$ cat config.mk
export PLATFORM = sky130hd
export DESIGN_NAME = ucd_charger_detect
export DESIGN_NICKNAME = d
export VERILOG_FILES = /design/src/rtl/ucd_pkg.sv /design/src/rtl/ucd_charger_detect.sv
export SDC_FILE = /design/constraint.sdc
export NUM_CORES = 1
export LEC_CHECK = 0
export BUFFER_PORTS_ARGS = -buffer_cell sky130_fd_sc_hd__buf_4
export CAP_MARGIN = 20
export CORE_UTILIZATION = 41
export CTS_BUF_LIST = sky130_fd_sc_hd__clkbuf_16
export DETAILED_ROUTE_END_ITERATION = 7
export PLACE_DENSITY_LB_ADDON = 0.2
export SYNTH_ARGS = -nofsm -noshare
export SYNTH_HDL_FRONTEND = slang
export SYNTH_SLANG_ARGS = --single-unit
$ cat constraint.sdc
create_clock -name i_sys_clk -period 1.7 [get_ports i_sys_clk]
set_clock_uncertainty 0.15 [all_clocks]
set_input_delay 0.17 -clock i_sys_clk [delete_from_list [all_inputs] [get_ports i_sys_clk]]
set_output_delay 0.17 -clock i_sys_clk [all_outputs]
set_load 0.005 [all_outputs]
$ cat src/rtl/ucd_pkg.sv
// constants, types and register map of the usb charger type detection block
// assumes an ahb-lite master on the system clock and analog inputs from pins
//
// Behaviour
// voltage sources follow dp/dm enable bits
// current sinks follow dp/dm enable bits
// both current sinks never closed together
// contact source drives dp source, dm pulldown
// schmitt levels of both lines in status
// dm window comparator gives charger_detected_flag
// dp window comparator gives dedicated_port_detected_flag
// software clears control register before detection
// vbus presence shown in vbus_present_flag
// software waits out contact bounce
// software runs primary detection
// software waits settling time before reading
// software runs secondary detection
// software finally enables dp voltage source
// masked status change sets charger_event_flag
// status read clears event, set wins
// polling or usb interrupt both supported
// vbus insertion pulses key_scan_interrupt
// software provides its own delays
// second-level high status bits per line
// analog inputs pass two-flop synchronisers
package ucd_pkg;

   // ****************************************************************
   // register byte addresses
   // ****************************************************************
   localparam logic [7:0] UCD_CTRL_ADDR = 8'h00;
   localparam logic [7:0] UCD_STAT_ADDR = 8'h04;
   localparam logic [7:0] UCD_MASK_ADDR = 8'h08;
   localparam logic [7:0] UCD_EVENT_ADDR = 8'h0C;
   localparam logic [7:0] UCD_ANA_ADDR = 8'h10;

   // ****************************************************************
   // field positions and widths
   // ****************************************************************
   localparam int UCD_CTRL_W = 5;
   localparam logic [4:0] UCD_CTRL_RST = 5'h00;
   localparam int UCD_STAT_W = 4;
   localparam logic [3:0] UCD_MASK_RST = 4'h0;
   localparam int UCD_ANA_IN_W = 8;
   localparam int UCD_MASK_LSB = 4;
   localparam int UCD_EV_BIT = 0;
   localparam int UCD_VBUS_BIT = 0;
   localparam logic [1:0] UCD_HTRANS_NONSEQ = 2'h2;

   // control register bit layout
   typedef struct packed {
      logic contact_source_on;
      logic dm_current_sink_on;
      logic dp_current_sink_on;
      logic dm_voltage_source_on;
      logic dp_voltage_source_on;
   } ucd_ctrl_t;

   // analog switch enables to the pad
   typedef struct packed {
      logic dp_voltage_source_en;
      logic dm_voltage_source_en;
      logic dp_current_sink_en;
      logic dm_current_sink_en;
      logic dp_current_source_en;
      logic dm_pulldown_en;
   } ucd_sw_t;

   // raw analog results from the pad
   typedef struct packed {
      logic vbus_present;
      logic dm_high_level;
      logic dp_high_level;
      logic dedicated_port_detected;
      logic charger_detected;
      logic dm_logic_level;
      logic dp_logic_level;
      logic spare;
   } ucd_ana_t;

endpackage

$ cat src/rtl/ucd_charger_detect.sv
// usb charger type detection control and status logic
// assumes ahb-lite single-word transfers and asynchronous analog inputs
module ucd_charger_detect
   import ucd_pkg::*;
(
   input wire logic i_sys_clk,
   input wire logic i_reset,
   input wire logic i_hsel,
   input wire logic [7:0] i_haddr,
   input wire logic [1:0] i_htrans,
   input wire logic i_hwrite,
   input wire logic [2:0] i_hsize,
   input wire logic [31:0] i_hwdata,
   input wire logic i_hready,
   output logic [31:0] o_hrdata,
   output logic o_hreadyout,
   output logic o_hresp,
   input wire ucd_ana_t i_ana,
   output ucd_sw_t o_sw,
   output logic o_usb_interrupt,
   output logic o_key_scan_interrupt
);

   // ****************************************************************
   // input synchronisers
   // ****************************************************************
   ucd_ana_t ana_meta_r;
   ucd_ana_t ana_sync_r;
   ucd_ana_t ana_prev_r;

   always_ff @(posedge i_sys_clk) begin
      if (i_reset) begin
         ana_meta_r <= '0;
         ana_sync_r <= '0;
         ana_prev_r <= '0;
      end else begin
         ana_meta_r <= i_ana;
         ana_sync_r <= ana_meta_r;
         ana_prev_r <= ana_sync_r;
      end
   end

   // ****************************************************************
   // status vector
   // ****************************************************************
   logic [UCD_STAT_W-1:0] stat_now;
   logic [UCD_STAT_W-1:0] stat_prev;
   logic [5:0] stat_full;

   // bit3 dp window, bit2 dm window, bit1 dm level, bit0 dp level
   assign stat_now = {ana_sync_r.dedicated_port_detected,
                      ana_sync_r.charger_detected,
                      ana_sync_r.dm_logic_level,
                      ana_sync_r.dp_logic_level};
   assign stat_prev = {ana_prev_r.dedicated_port_detected,
                       ana_prev_r.charger_detected,
                       ana_prev_r.dm_logic_level,
                       ana_prev_r.dp_logic_level};
   assign stat_full = {ana_sync_r.dm_high_level, ana_sync_r.dp_high_level, stat_now};

   // ****************************************************************
   // ahb-lite address phase capture
   // ****************************************************************
   logic ph_valid_r;
   logic ph_write_r;
   logic [7:0] ph_addr_r;
   logic take;

   assign take = i_hsel & i_hready & (i_htrans == UCD_HTRANS_NONSEQ);

   always_ff @(posedge i_sys_clk) begin
      if (i_reset) begin
         ph_valid_r <= 1'b0;
         ph_write_r <= 1'b0;
         ph_addr_r <= 8'h00;
      end else if (i_hready) begin
         ph_valid_r <= take;
         ph_write_r <= i_hwrite;
         ph_addr_r <= i_haddr;
      end
   end

   assign o_hreadyout = 1'b1;
   assign o_hresp = 1'b0;

   // ****************************************************************
   // register decode
   // ****************************************************************
   logic wr_ctrl;
   logic wr_mask;
   logic rd_stat;

   assign wr_ctrl = ph_valid_r & ph_write_r & (ph_addr_r == UCD_CTRL_ADDR);
   assign wr_mask = ph_valid_r & ph_write_r & (ph_addr_r == UCD_MASK_ADDR);
   assign rd_stat = take & ~i_hwrite & (i_haddr == UCD_STAT_ADDR);

   // ****************************************************************
   // control and mask registers
   // ****************************************************************
   ucd_ctrl_t ctrl_r;
   logic [UCD_STAT_W-1:0] mask_r;

   always_ff @(posedge i_sys_clk) begin
      if (i_reset) begin
         ctrl_r <= UCD_CTRL_RST;
         mask_r <= UCD_MASK_RST;
      end else begin
         if (wr_ctrl) begin
            ctrl_r <= i_hwdata[UCD_CTRL_W-1:0];
         end
         if (wr_mask) begin
            mask_r <= i_hwdata[UCD_MASK_LSB+UCD_STAT_W-1:UCD_MASK_LSB];
         end
      end
   end

   // ****************************************************************
   // switch enables
   // ****************************************************************
   ucd_sw_t sw_nxt;
   ucd_sw_t sw_r;

   always_comb begin
      sw_nxt.dp_voltage_source_en = ctrl_r.dp_voltage_source_on;
      sw_nxt.dm_voltage_source_en = ctrl_r.dm_voltage_source_on;
      sw_nxt.dp_current_sink_en = ctrl_r.dp_current_sink_on;
      // dp sink wins, dm sink blocked when both requested
      sw_nxt.dm_current_sink_en = ctrl_r.dm_current_sink_on &
                                  ~ctrl_r.dp_current_sink_on;
      sw_nxt.dp_current_source_en = ctrl_r.contact_source_on;
      sw_nxt.dm_pulldown_en = ctrl_r.contact_source_on;
   end

   always_ff @(posedge i_sys_clk) begin
      if (i_reset) begin
         sw_r <= '0;
      end else begin
         sw_r <= sw_nxt;
      end
   end

   assign o_sw = sw_r;

   // ****************************************************************
   // charger event and keyboard line
   // ****************************************************************
   logic ev_set;
   logic event_r;
   logic event_nxt;
   logic key_r;

   assign ev_set = |((stat_now ^ stat_prev) & mask_r);
   assign event_nxt = ev_set | (event_r & ~rd_stat);

   always_ff @(posedge i_sys_clk) begin
      if (i_reset) begin
         event_r <= 1'b0;
         key_r <= 1'b0;
      end else begin
         event_r <= event_nxt;
         key_r <= ana_sync_r.vbus_present & ~ana_prev_r.vbus_present;
      end
   end

   assign o_usb_interrupt = event_r;
   assign o_key_scan_interrupt = key_r;

   // ****************************************************************
   // read data
   // ****************************************************************
   logic [31:0] rd_mux;

   assign rd_mux = (i_haddr == UCD_CTRL_ADDR) ? {27'h0, ctrl_r} :
                   (i_haddr == UCD_STAT_ADDR) ? {26'h0, stat_full} :
                   (i_haddr == UCD_MASK_ADDR) ? {24'h0, mask_r, 4'h0} :
                   (i_haddr == UCD_EVENT_ADDR) ? {31'h0, event_r} :
                   (i_haddr == UCD_ANA_ADDR) ? {31'h0, ana_sync_r.vbus_present} :
                   32'h0;

   always_ff @(posedge i_sys_clk) begin
      if (i_reset) begin
         o_hrdata <= 32'h0;
      end else if (take & ~i_hwrite) begin
         o_hrdata <= rd_mux;
      end
   end

endmodule

# Word-level counts from Yosys, hierarchy flattened
# Index checks and enable logic that the tools add are counted.
# totals
reg_bits	77
in_bits	58
out_inout_bits	42
wordCells	67
# op_classes
n_eq_ne	6
n_mux	5
n_bitwise	17
n_reduce_logical	3
# ops
cell	n
$eq 8x4->1 const B	3
$mux 8	3
$logic_not 8->1	2
$and 1x1->1	10
$eq 8x3->1 const B	1
$eq 8x5->1 const B	1
$and 4x4->4	1
$not 1->1	4
$reduce_or 4->1	1
$xor 4x4->4	1
$eq 2x2->1 const B	1
$mux 1	2
$or 1x1->1	1

# Longest topological paths before layout
# Gate-level depths: netlist of the first run.
# depth
word_depth	7
depth_mapped	5
depth_no_buf	4

# Least setup slack after synthesis of the first run
# OpenSTA, ideal clock, no wires.
# synth_timing
path_type	reg-to-reg
startpoint	reg ph_addr_r[0]
endpoint	reg ctrl_r[0] (netlist bit)
setup_time_ns	0.130
arrival_time_ns	1.541
required_ns	1.420
setup_slack_ns	-0.120
path_stages_with_launch	5
n_path_buf	0
period_less_slack_ns	1.820
path_cell_list	dfxtp_1 or4_4 nor4_4 mux2i_1 nor2_2
# synth_between
elab_chain_cells	2
# synth_lines
element	line	source
start, declared	ucd_charger_detect.sv:66	logic [7:0] ph_addr_r;
start signal, assigned	ucd_charger_detect.sv:79	ph_addr_r <= i_haddr;
$logic_not 8->1	ucd_charger_detect.sv:93	assign wr_ctrl = ph_valid_r & ph_write_r & (ph_addr_r == UCD_CTRL_ADDR);
$and 1x1->1	ucd_charger_detect.sv:93	
end signal, assigned	ucd_charger_detect.sv:109	ctrl_r <= i_hwdata[UCD_CTRL_W-1:0];
end, declared	ucd_charger_detect.sv:100	ucd_ctrl_t ctrl_r;
# Every way passes these cells.
# A chain may end at the register's enable or synchronous reset.

# Worst setup path in the final report of the first run
# layout_timing
startpoint	reg ph_addr_r[7]
endpoint	reg ctrl_r[3] (netlist bit)
# Same word-level chain as after synthesis.

==> results of run 1 <==
## registers in the layout (all words and copies together) (netlist names), 4 cells and up
signal      flops
o_hrdata        8
ph_addr_r       8
ana_meta_r      7
ana_sync_r      7
ana_prev_r      5
ctrl_r          5
o_sw            5
mask_r          4
## power by group through the flow
stage,combinational (mW),clock [mW],sequential [mW]
after CTS,0.225,1.08,1.29
after detailed placement,0.184,0,1.32
after global routing,0.250,1.12,1.30
final,0.226,1.04,1.29
after floorplan,0.144,0,1.32
after global placement,0.182,0,1.32
## stage by stage
stage / hold slack [ns] / instance area [µm²] / worst slack (ns) / utilization / setup TNS (ns)
2_1_floorplan: 0.0991 / 2230 / -0.0977 / - / -0.488
3_3_place_gp: 0.224 / 2520 / -0.104 / 0.516 / -0.520
3_5_place_dp: 0.222 / 2520 / -0.120 / 0.516 / -0.590
4_1_cts: 0.000980 / 2900 / -0.0912 / 0.594 / -0.568
5_1_grt: 0.0179 / 2900 / -0.150 / 0.595 / -1.18
6_report: 0.00720 / 2900 / -0.102 / 0.595 / -0.582
## routing by layer
metal  up-vias  share of wire
met4         0          0.016
met3         6          0.047
met5         -              0
met1       719           0.45
met2        48           0.49
li1        792              -
## worst min-delay path: cells and delay by family
kind | cells | cell delay [ns]
muxes | 1 | 0.06
buffers and inverters | 1 | 0.10
and+or+nand+nor | 1 | 0.08
## final cells by class
cell class                 count  area [µm²]  share of cell area
sequential                    53        1060               0.367
multi-input combinational    140         940               0.324
timing repair buffer          80         657               0.226
clock buffer                   5         125              0.0431
tap                           67        83.8              0.0289
clock inverter                 3        28.8             0.00991
inverter                       1        3.75             0.00129
## what timing repair did
item                                   in CTS  in global routing
pin swaps                                   1                  1
endpoints found under the hold margin      22                  0
buffers inserted                            1                  0
gates resized for setup                     4                  1
hold buffers                               21                  0
setup endpoints to repair                   9                 10
## worst max-delay path by stage
| stage | end | slack, ns | cells after the start |
|---|---|---|---|
| after floorplan | ctrl_r[0]$_SDFFE_PP0P_ | -0.1 | 4 |
| after global placement | ctrl_r[3]$_SDFFE_PP0P_ | -0.10 | 5 |
| after detailed placement | ctrl_r[3]$_SDFFE_PP0P_ | -0.12 | 5 |
| after CTS | ctrl_r[3]$_SDFFE_PP0P_ | -0.09 | 5 |
| after global routing | ctrl_r[3]$_SDFFE_PP0P_ | -0.15 | 5 |
| final | ctrl_r[3]$_SDFFE_PP0P_ | -0.10 | 5 |
## cells by family (layout without fill, tap and decap cells)
group / Yosys count / count (layout) / synth area share
xor gates and xnor gates: 4 / 4 / 0.0164
other: 2 / 26 / 0.00351
and+or+nand+nor: 70 / 70 / 0.204
DFF: 53 / 53 / 0.495
muxes: 24 / 24 / 0.114
buffers and inverters: 36 / 89 / 0.112
AOI/OAI and AO/OA: 16 / 16 / 0.0555
## layout by cell type, fill, tap and decap left out
cell type,synthesis,final
o2bb2ai_1,1,1
nand3_1,2,2
nor3b_1,1,1
dlygate4sd3_1,0,21
or4b_1,1,1
nand2_1,6,6
o41ai_1,1,1
dfxtp_2,0,3
and3b_1,1,1
mux2i_2,0,1
buf_4,27,58
buf_6,0,1
nor2_2,5,5
nand4b_1,1,1
inv_8,0,1
a22oi_1,4,4
mux2_2,3,3
or4_4,1,1
or4bb_4,0,1
inv_6,0,2
a31oi_1,2,2
and4_1,1,1
conb_1,2,26
o31a_1,1,1
a22o_1,4,4
nor4_4,2,2
inv_1,1,1
clkbuf_16,0,5
dfxtp_1,53,50
nand4bb_1,1,1
a21oi_1,3,3
or4_1,1,1
nor2_1,17,17
nor2b_1,27,27
xor2_1,4,4
mux2i_1,21,20
nor4_1,2,2
==> out/metrics.csv, run 1 <==
metric,value,unit
worst r2r src,ph_addr_r[7]$_SDFFE_PP0P_,
share of layout cells above drive strength 1,0.294,
Clk network pwr share,0.408,
Buffers on Ports,45,
family with the most delay on the worst path,simple AND/OR/NAND/NOR gates,
number of flops mapped to enable cells by yosys,0,
Startpoint Class,register,
Starting Density,0.439,
sw frac,0.231,
final wirelength,4.14,mm
full die area,5520,µm²
met3 GRT Util,0.0488,
CTS tree,built,
router iterations before antenna repair,4,
final worst slack,-0.102,ns
Via density,4.48,
"Primary FF master, synth",dfxtp_1,
depth of the most critical reg-to-reg path,5,
failing checks,setup timing,
Die Y,74.3,µm
grt peak-use layer,met2,
largest net degree at the start of global routing,21,
GP Congestion,0.727,
Initial DRC Count,35,
"Data arrival, critical path",1.84,ns
Comb pwr share,0.088,
Commonest cells post-synth,"dfxtp_1, buf_4, nor2b_1",
Synth Instances,205,
net count reported at finish,339,
Root Driver,clkbuf_16,
filler-free cell count of the finished design,349,
Setup CP Type,register to register,
pwr/cell area,883,nW/µm²
Antenna Nets Post-Route,0,
r2r setup slk,-0.10,ns
Yosys cell types,33,
GRT Total Usage,0.164,
antenna violations before repair,0,
Clock Latency Late Sink,0.29,ns
CP Buf/Inv Count,1,
num rows,25,
fmax,555,MHz
GRT overflow,0,
"slowest stage delay, CP",0.55,ns
most common cell in the netlist,dfxtp_1,
Sink Count,53,
Tcrit/Tclk final,1.06,
register area share after synthesis,0.495,
Worst EP required,1.74,ns
Critical Path Fanout Max,5,
Tmin final,1.80,ns
Yosys warning count,0,
final-report hold violation count,0,
first-pass GRT wire length,6.60,mm
number of max-cap violations,0,
via count,1565,
post-DP HPWL,2.85,mm
met1 Track Usage GR,0.191,
RSZ-0062 raised after global routing,true,
endpoints failing setup,9,
fill count,444,
NetSw,0.593,mW
asr flop ratio synth,0,
clk slew on worst S/H paths,0.07,ns
crit end category,register,
Internal,1.97,mW
largest buffer count on any clock path,2,
Final Max Tran Viols,0,
met2 usage,0.283,
min-delay src,i_haddr[6],
maximum VDD drop,0.500,mV
# DRC,0,
Pleak,1.27,nW
"Slowest-stage cell, CP",or4bb_4,
TritonCTS Buffers,5,
Hold Path Class,input port to register,
dominant cell type by area after synthesis,dfxtp_1,
Yosys top cell area share,0.495,
power share of the sequential group,0.504,
Syn Area/Cell,10.4,µm²
ranking of synthesized cells by area,"dfxtp_1, mux2i_1, buf_4",
Final Power,2.56,mW
Hold Path End,ph_addr_r[6]$_SDFFE_PP0P_,
Routed WL per cell,11.8,µm
CP Cell Sequence,or4bb_4 -> nor4_4 -> buf_6 -> mux2i_2 -> nor2_2,
r2r endpoint,ctrl_r[3]$_SDFFE_PP0P_,
status,finished with violations,
CP startpoint,ph_addr_r[7]$_SDFFE_PP0P_,
worst hold path depth,3,
placed cell count,319,
Yosys reg bits,53,
Antenna Cells,0,
vias in the first global route,1469,
core footprint,4880,µm²
htree depth,2,
Syn Std Cell Area,2140,µm²
Ports,100,
P&R area growth vs syn,35.5,%
die width,74.3,µm
No activity file was read; power rests on OpenSTA's default activity.
==> run 2: changes to the inputs <==
- CORE_MARGIN: default -> 2
- clock period: 1.7 -> 1.6 ns (I/O delays scaled with it)
==> out/metrics.csv, run 2 (synthesis results as in run 1) <==
metric,value,unit,change
number of max-cap violations,0,,unchanged
fmax,561,MHz,+1.2%
final worst slack,-0.181,ns,-0.0794 ns
Util after Layout,0.574,,-0.0212
Regs by FF count,"o_hrdata x8, ph_addr_r x8",,
Ports,100,,unchanged
Pleak,1.27,nW,+0.17%
# DRC,0,,unchanged
Antenna Cells,0,,unchanged
htree depth,2,,unchanged
Critical Path Fanout Max,5,,unchanged
pre-CTS setup slack,-0.193,ns,-0.0732 ns
min-delay src,i_haddr[4],,
fill count,465,,+4.7%
"commonest non-fill, non-tap cell in the layout",buf_4,,
Worst EP required,1.63,ns,-0.11 ns
Via density,4.41,,-1.7%
status,finished with violations,,
largest buffer count on any clock path,2,,unchanged
RSZ-0062 raised after global routing,true,,
die width,76.3,µm,+2.7%
crit end category,register,,
worst r2r src,ph_addr_r[7]$_SDFFE_PP0P_,,
largest net degree at the start of global routing,21,,unchanged
P&R area growth vs syn,35.9,%,
num rows,26,,+4.0%
share of layout cells above drive strength 1,0.314,,+0.0202
router iterations before antenna repair,4,,unchanged
Root Driver,clkbuf_16,,
most frequent cells in the layout,"buf_4, dfxtp_1, nor2b_1",,
GRT overflow,0,,unchanged
r2r endpoint,ctrl_r[3]$_SDFFE_PP0P_,,
r2r setup slk,-0.18,ns,-0.08 ns
vias in the first global route,1461,,-0.54%
worst hold path depth,3,,unchanged
post-DP HPWL,2.89,mm,+1.4%
Final Power,2.64,mW,+3.2%
Routed WL per cell,11.1,µm,-6.1%
Sink Count,53,,unchanged
failing checks,setup timing,,
depth of the most critical reg-to-reg path,5,,unchanged
TritonCTS Buffers,5,,unchanged
first-pass GRT wire length,6.73,mm,+2.0%
full die area,5820,µm²,+5.5%
Startpoint Class,register,,
endpoints failing setup,9,,unchanged
Tcrit/Tclk final,1.11,,+0.0534
final wirelength,3.93,mm,-5.0%
via count,1556,,-0.58%
Tmin final,1.78,ns,-0.0206 ns
final-report hold violation count,0,,unchanged
GP Congestion,0.806,,+11%
pwr/cell area,908,nW/µm²,+2.9%
GRT Total Usage,0.144,,-0.0194
Starting Density,0.422,,-0.0169
maximum VDD drop,0.868,mV,+74%
setup TNS,-1.39,ns,-0.805 ns
net count reported at finish,340,,+0.29%
hold slack,0.0110,ns,+0.00384 ns
Die Y,76.3,µm,+2.7%
Clock Latency Late Sink,0.28,ns,about the same
Final Max Tran Viols,0,,unchanged
Hold Path Class,input port to register,,
Buffers on Ports,45,,unchanged
Hold Path End,ph_addr_r[4]$_SDFFE_PP0P_,,
core footprint,5070,µm²,+4.0%
Antenna Nets Post-Route,0,,unchanged
CTS tree,built,,
Initial DRC Count,55,,+57%
"Data arrival, critical path",1.81,ns,-0.03 ns
Setup CP Type,register to register,,
antenna violations before repair,0,,unchanged
clk slew on worst S/H paths,0.06,ns,about the same
## run 2: changes by cell type in the layout (fill, tap and decap cells not counted), sizes merged
cell	delta
buf	+2
clkinv	+3
dlygate4sd3	-1
inv	-3
## run 2: worst max-delay path, stage by stage (launching register included)
cell and delay (ns):
dfxtp_2 0.32, or4bb_4 0.54, nor4_4 0.24, buf_6 0.17, mux2i_2 0.22, nor2_2 0.04
## run 2: metrics by stage
step / cell area (µm²) / cells
final: 2910 / 353
after CTS: 2900 / 353
after global routing: 2910 / 353
after floorplan: 2230 / 229
after detailed placement: 2540 / 325
after global placement: 2540 / 325
## run 2: layout make-up
class | instances | area (µm²) | area share
Sequential cell | 53 | 1070 | 0.367
Multi-Input combinational cell | 140 | 942 | 0.324
Timing Repair Buffer | 81 | 662 | 0.227
Clock buffer | 5 | 125 | 0.0430
Tap cell | 70 | 87.6 | 0.0301
Clock inverter | 3 | 22.5 | 0.00774
Inverter | 1 | 3.75 | 0.00129
## run 2: timing repair
action / CTS / global route
gates cloned: 0 / 0
endpoints found under the hold margin: 21 / 0
setup buffers: 0 / 0
pin swaps: 1 / 5
gates resized for setup: 2 / 7
endpoints found under the setup margin: 9 / 13
hold buffers: 20 / 0
## run 2: where the power goes
part	total, mW	switching, mW	internal [mW]
clock network	1.03	0.448	0.581
registers	1.37	0.0188	1.35
logic	0.241	0.103	0.138
total	2.64	0.569	2.07
## run 2: worst max path at each step
stage                                    from                endpoint  slack [ns]  cells after the start
CTS                 ph_addr_r[7]$_SDFFE_PP0P_  ctrl_r[3]$_SDFFE_PP0P_       -0.19                      5
global route        ph_addr_r[7]$_SDFFE_PP0P_  ctrl_r[3]$_SDFFE_PP0P_       -0.26                      5
global placement    ph_addr_r[7]$_SDFFE_PP0P_  ctrl_r[0]$_SDFFE_PP0P_       -0.17                      5
finish              ph_addr_r[7]$_SDFFE_PP0P_  ctrl_r[3]$_SDFFE_PP0P_       -0.18                      5
detailed placement    ph_write_r$_SDFFE_PP0P_  ctrl_r[0]$_SDFFE_PP0P_       -0.19                      5
floorplan           ph_addr_r[7]$_SDFFE_PP0P_  ctrl_r[0]$_SDFFE_PP0P_       -0.20                      4
## run 2: layer usage
metal	global-route usage	vias to the layer above	wire length [µm]	part of all wire
met1	0.178	710	1780	0.45
met5	0	-	0	0
met4	0.0545	0	58	0.015
met3	0.0355	6	204	0.052
met2	0.242	48	1880	0.48
li1	-	792	-	-
==> run 3: changes to the inputs <==
- SKIP_CTS_REPAIR_TIMING: default -> 1
==> out/metrics.csv, run 3 (synthesis results as in run 1) <==
metric,value,unit,change
GRT Total Usage,0.139,,-0.00478
CTS tree,built,,
core footprint,5070,µm²,unchanged
share of layout cells above drive strength 1,0.324,,+0.00915
DP Area,2540,µm²,unchanged
Hold Path Class,input port to register,,
Antenna Nets Post-Route,0,,unchanged
via count,1511,,-2.9%
failing checks,"hold timing, setup timing",,
antenna violations before repair,0,,unchanged
final-report hold violation count,8,,+8
Startpoint Class,register,,
most frequent cells in the layout,"buf_4, dfxtp_1, nor2b_1",,
Tmin final,1.78,ns,+0.00306 ns
fill count,483,,+3.9%
clk slew on worst S/H paths,0.06,ns,about the same
hold slack,-0.0284,ns,-0.0394 ns
post-DP HPWL,2.89,mm,unchanged
Internal,2.06,mW,-0.62%
largest buffer count on any clock path,2,,unchanged
P&R area growth vs syn,32.2,%,
num rows,26,,unchanged
router iterations before antenna repair,4,,unchanged
final worst slack,-0.184,ns,-0.00306 ns
Pleak,1.24,nW,-2.6%
pre-CTS setup slack,-0.193,ns,unchanged
net count reported at finish,332,,-2.4%
sw frac,0.216,,+0.000672
Routed WL per cell,11.3,µm,+1.6%
crit end category,register,,
Via density,4.38,,-0.64%
Die Y,76.3,µm,unchanged
"commonest non-fill, non-tap cell in the layout",buf_4,,
Starting Density,0.422,,unchanged
Worst EP required,1.63,ns,about the same
htree depth,2,,unchanged
depth of the most critical reg-to-reg path,5,,unchanged
TritonCTS Buffers,5,,unchanged
RSZ-0062 raised after global routing,true,,
Antenna Cells,0,,unchanged
Ports,100,,unchanged
Tcrit/Tclk final,1.12,,+0.00191
number of max-cap violations,0,,unchanged
endpoints failing setup,9,,unchanged
Initial DRC Count,66,,+20%
post-route cell area,2830,µm²,-2.7%
# DRC,0,,unchanged
NetSw,0.568,mW,-0.22%
GRT overflow,0,,unchanged
full die area,5820,µm²,unchanged
Clock Latency Late Sink,0.28,ns,about the same
final wirelength,3.90,mm,-0.66%
Clk network pwr share,0.392,,+0.003
status,finished with violations,,
largest net degree at the start of global routing,21,,unchanged
die width,76.3,µm,unchanged
GP Congestion,0.806,,unchanged
worst hold path depth,3,,unchanged
Buffers on Ports,45,,unchanged
Comb pwr share,0.086,,-0.005
Setup CP Type,register to register,,
filler-free cell count of the finished design,345,,-2.3%
first-pass GRT wire length,6.48,mm,-3.8%
power share of the sequential group,0.522,,+0.002
Final Max Tran Viols,0,,unchanged
placed cell count,325,,unchanged
fmax,560,MHz,-0.17%
maximum VDD drop,0.868,mV,about the same
Root Driver,clkbuf_16,,
Sink Count,53,,unchanged
Regs by FF count,"o_hrdata x8, ph_addr_r x8",,
"Data arrival, critical path",1.81,ns,about the same
Critical Path Fanout Max,5,,unchanged
pwr/cell area,928,nW/µm²,+2.2%
vias in the first global route,1390,,-4.9%
[run 3: cell count changes in the layout (fill, tap and decap cells not counted), sizes merged]
cell and change:
dlygate4sd3 -8
[run 3: worst paths after layout]
path	from	to	slack, ns
setup / recovery	ph_addr_r[7]$_SDFFE_PP0P_	ctrl_r[3]$_SDFFE_PP0P_	-0.18
hold / removal	i_hwdata[7]	mask_r[3]$_SDFFE_PP0P_	-0.03
setup reg to reg	ph_addr_r[7]$_SDFFE_PP0P_	ctrl_r[3]$_SDFFE_PP0P_	-0.18
hold reg to reg	ana_prev_r[7]$_SDFF_PP0_	o_key_scan_interrupt$_SDFF_PP0_	0.23
[run 3: power by group through the flow]
stage | clock network, mW | registers [mW] | logic [mW]
floorplan | 0 | 1.40 | 0.153
global placement | 0 | 1.40 | 0.200
detailed placement | 0 | 1.40 | 0.201
CTS | 1.06 | 1.37 | 0.202
global route | 1.13 | 1.38 | 0.249
finish | 1.03 | 1.37 | 0.225
[run 3: routing by layer]
layer | part of all wire | global-route usage | vias to the layer above
met5 | 0 | 0 | -
met4 | 0.015 | 0.0545 | 0
met3 | 0.052 | 0.0367 | 6
met2 | 0.48 | 0.233 | 44
met1 | 0.45 | 0.172 | 685
li1 | - | - | 776
[run 3: per-stage QoR]
stage | hold slack (ns) | TNS [ns] | total power, mW | utilization
floorplan | 0.0891 | -1.26 | 1.55 | -
global placement | 0.219 | -1.47 | 1.60 | 0.501
detailed placement | 0.224 | -1.44 | 1.60 | 0.501
CTS | -0.0741 | -1.54 | 2.64 | 0.530
global route | 0.00642 | -2.05 | 2.75 | 0.558
finish | -0.0284 | -1.40 | 2.63 | 0.558
[run 3: worst max-delay path, stage by stage (launching register included)]
cell,delay (ns)
dfxtp_2,0.32
or4bb_4,0.54
nor4_4,0.24
buf_6,0.17
mux2i_2,0.22
nor2_2,0.05
[run 3: final cells by class]
| cell class | count | area, µm² | share of cell area |
|---|---|---|---|
| Inverter | 1 | 3.75 | 0.00133 |
| Clock buffer | 5 | 125 | 0.0442 |
| Clock inverter | 3 | 22.5 | 0.00795 |
| Tap cell | 70 | 87.6 | 0.0309 |
| Sequential cell | 53 | 1070 | 0.377 |
| Multi-Input combinational cell | 140 | 943 | 0.333 |
| Timing Repair Buffer | 73 | 582 | 0.205 |
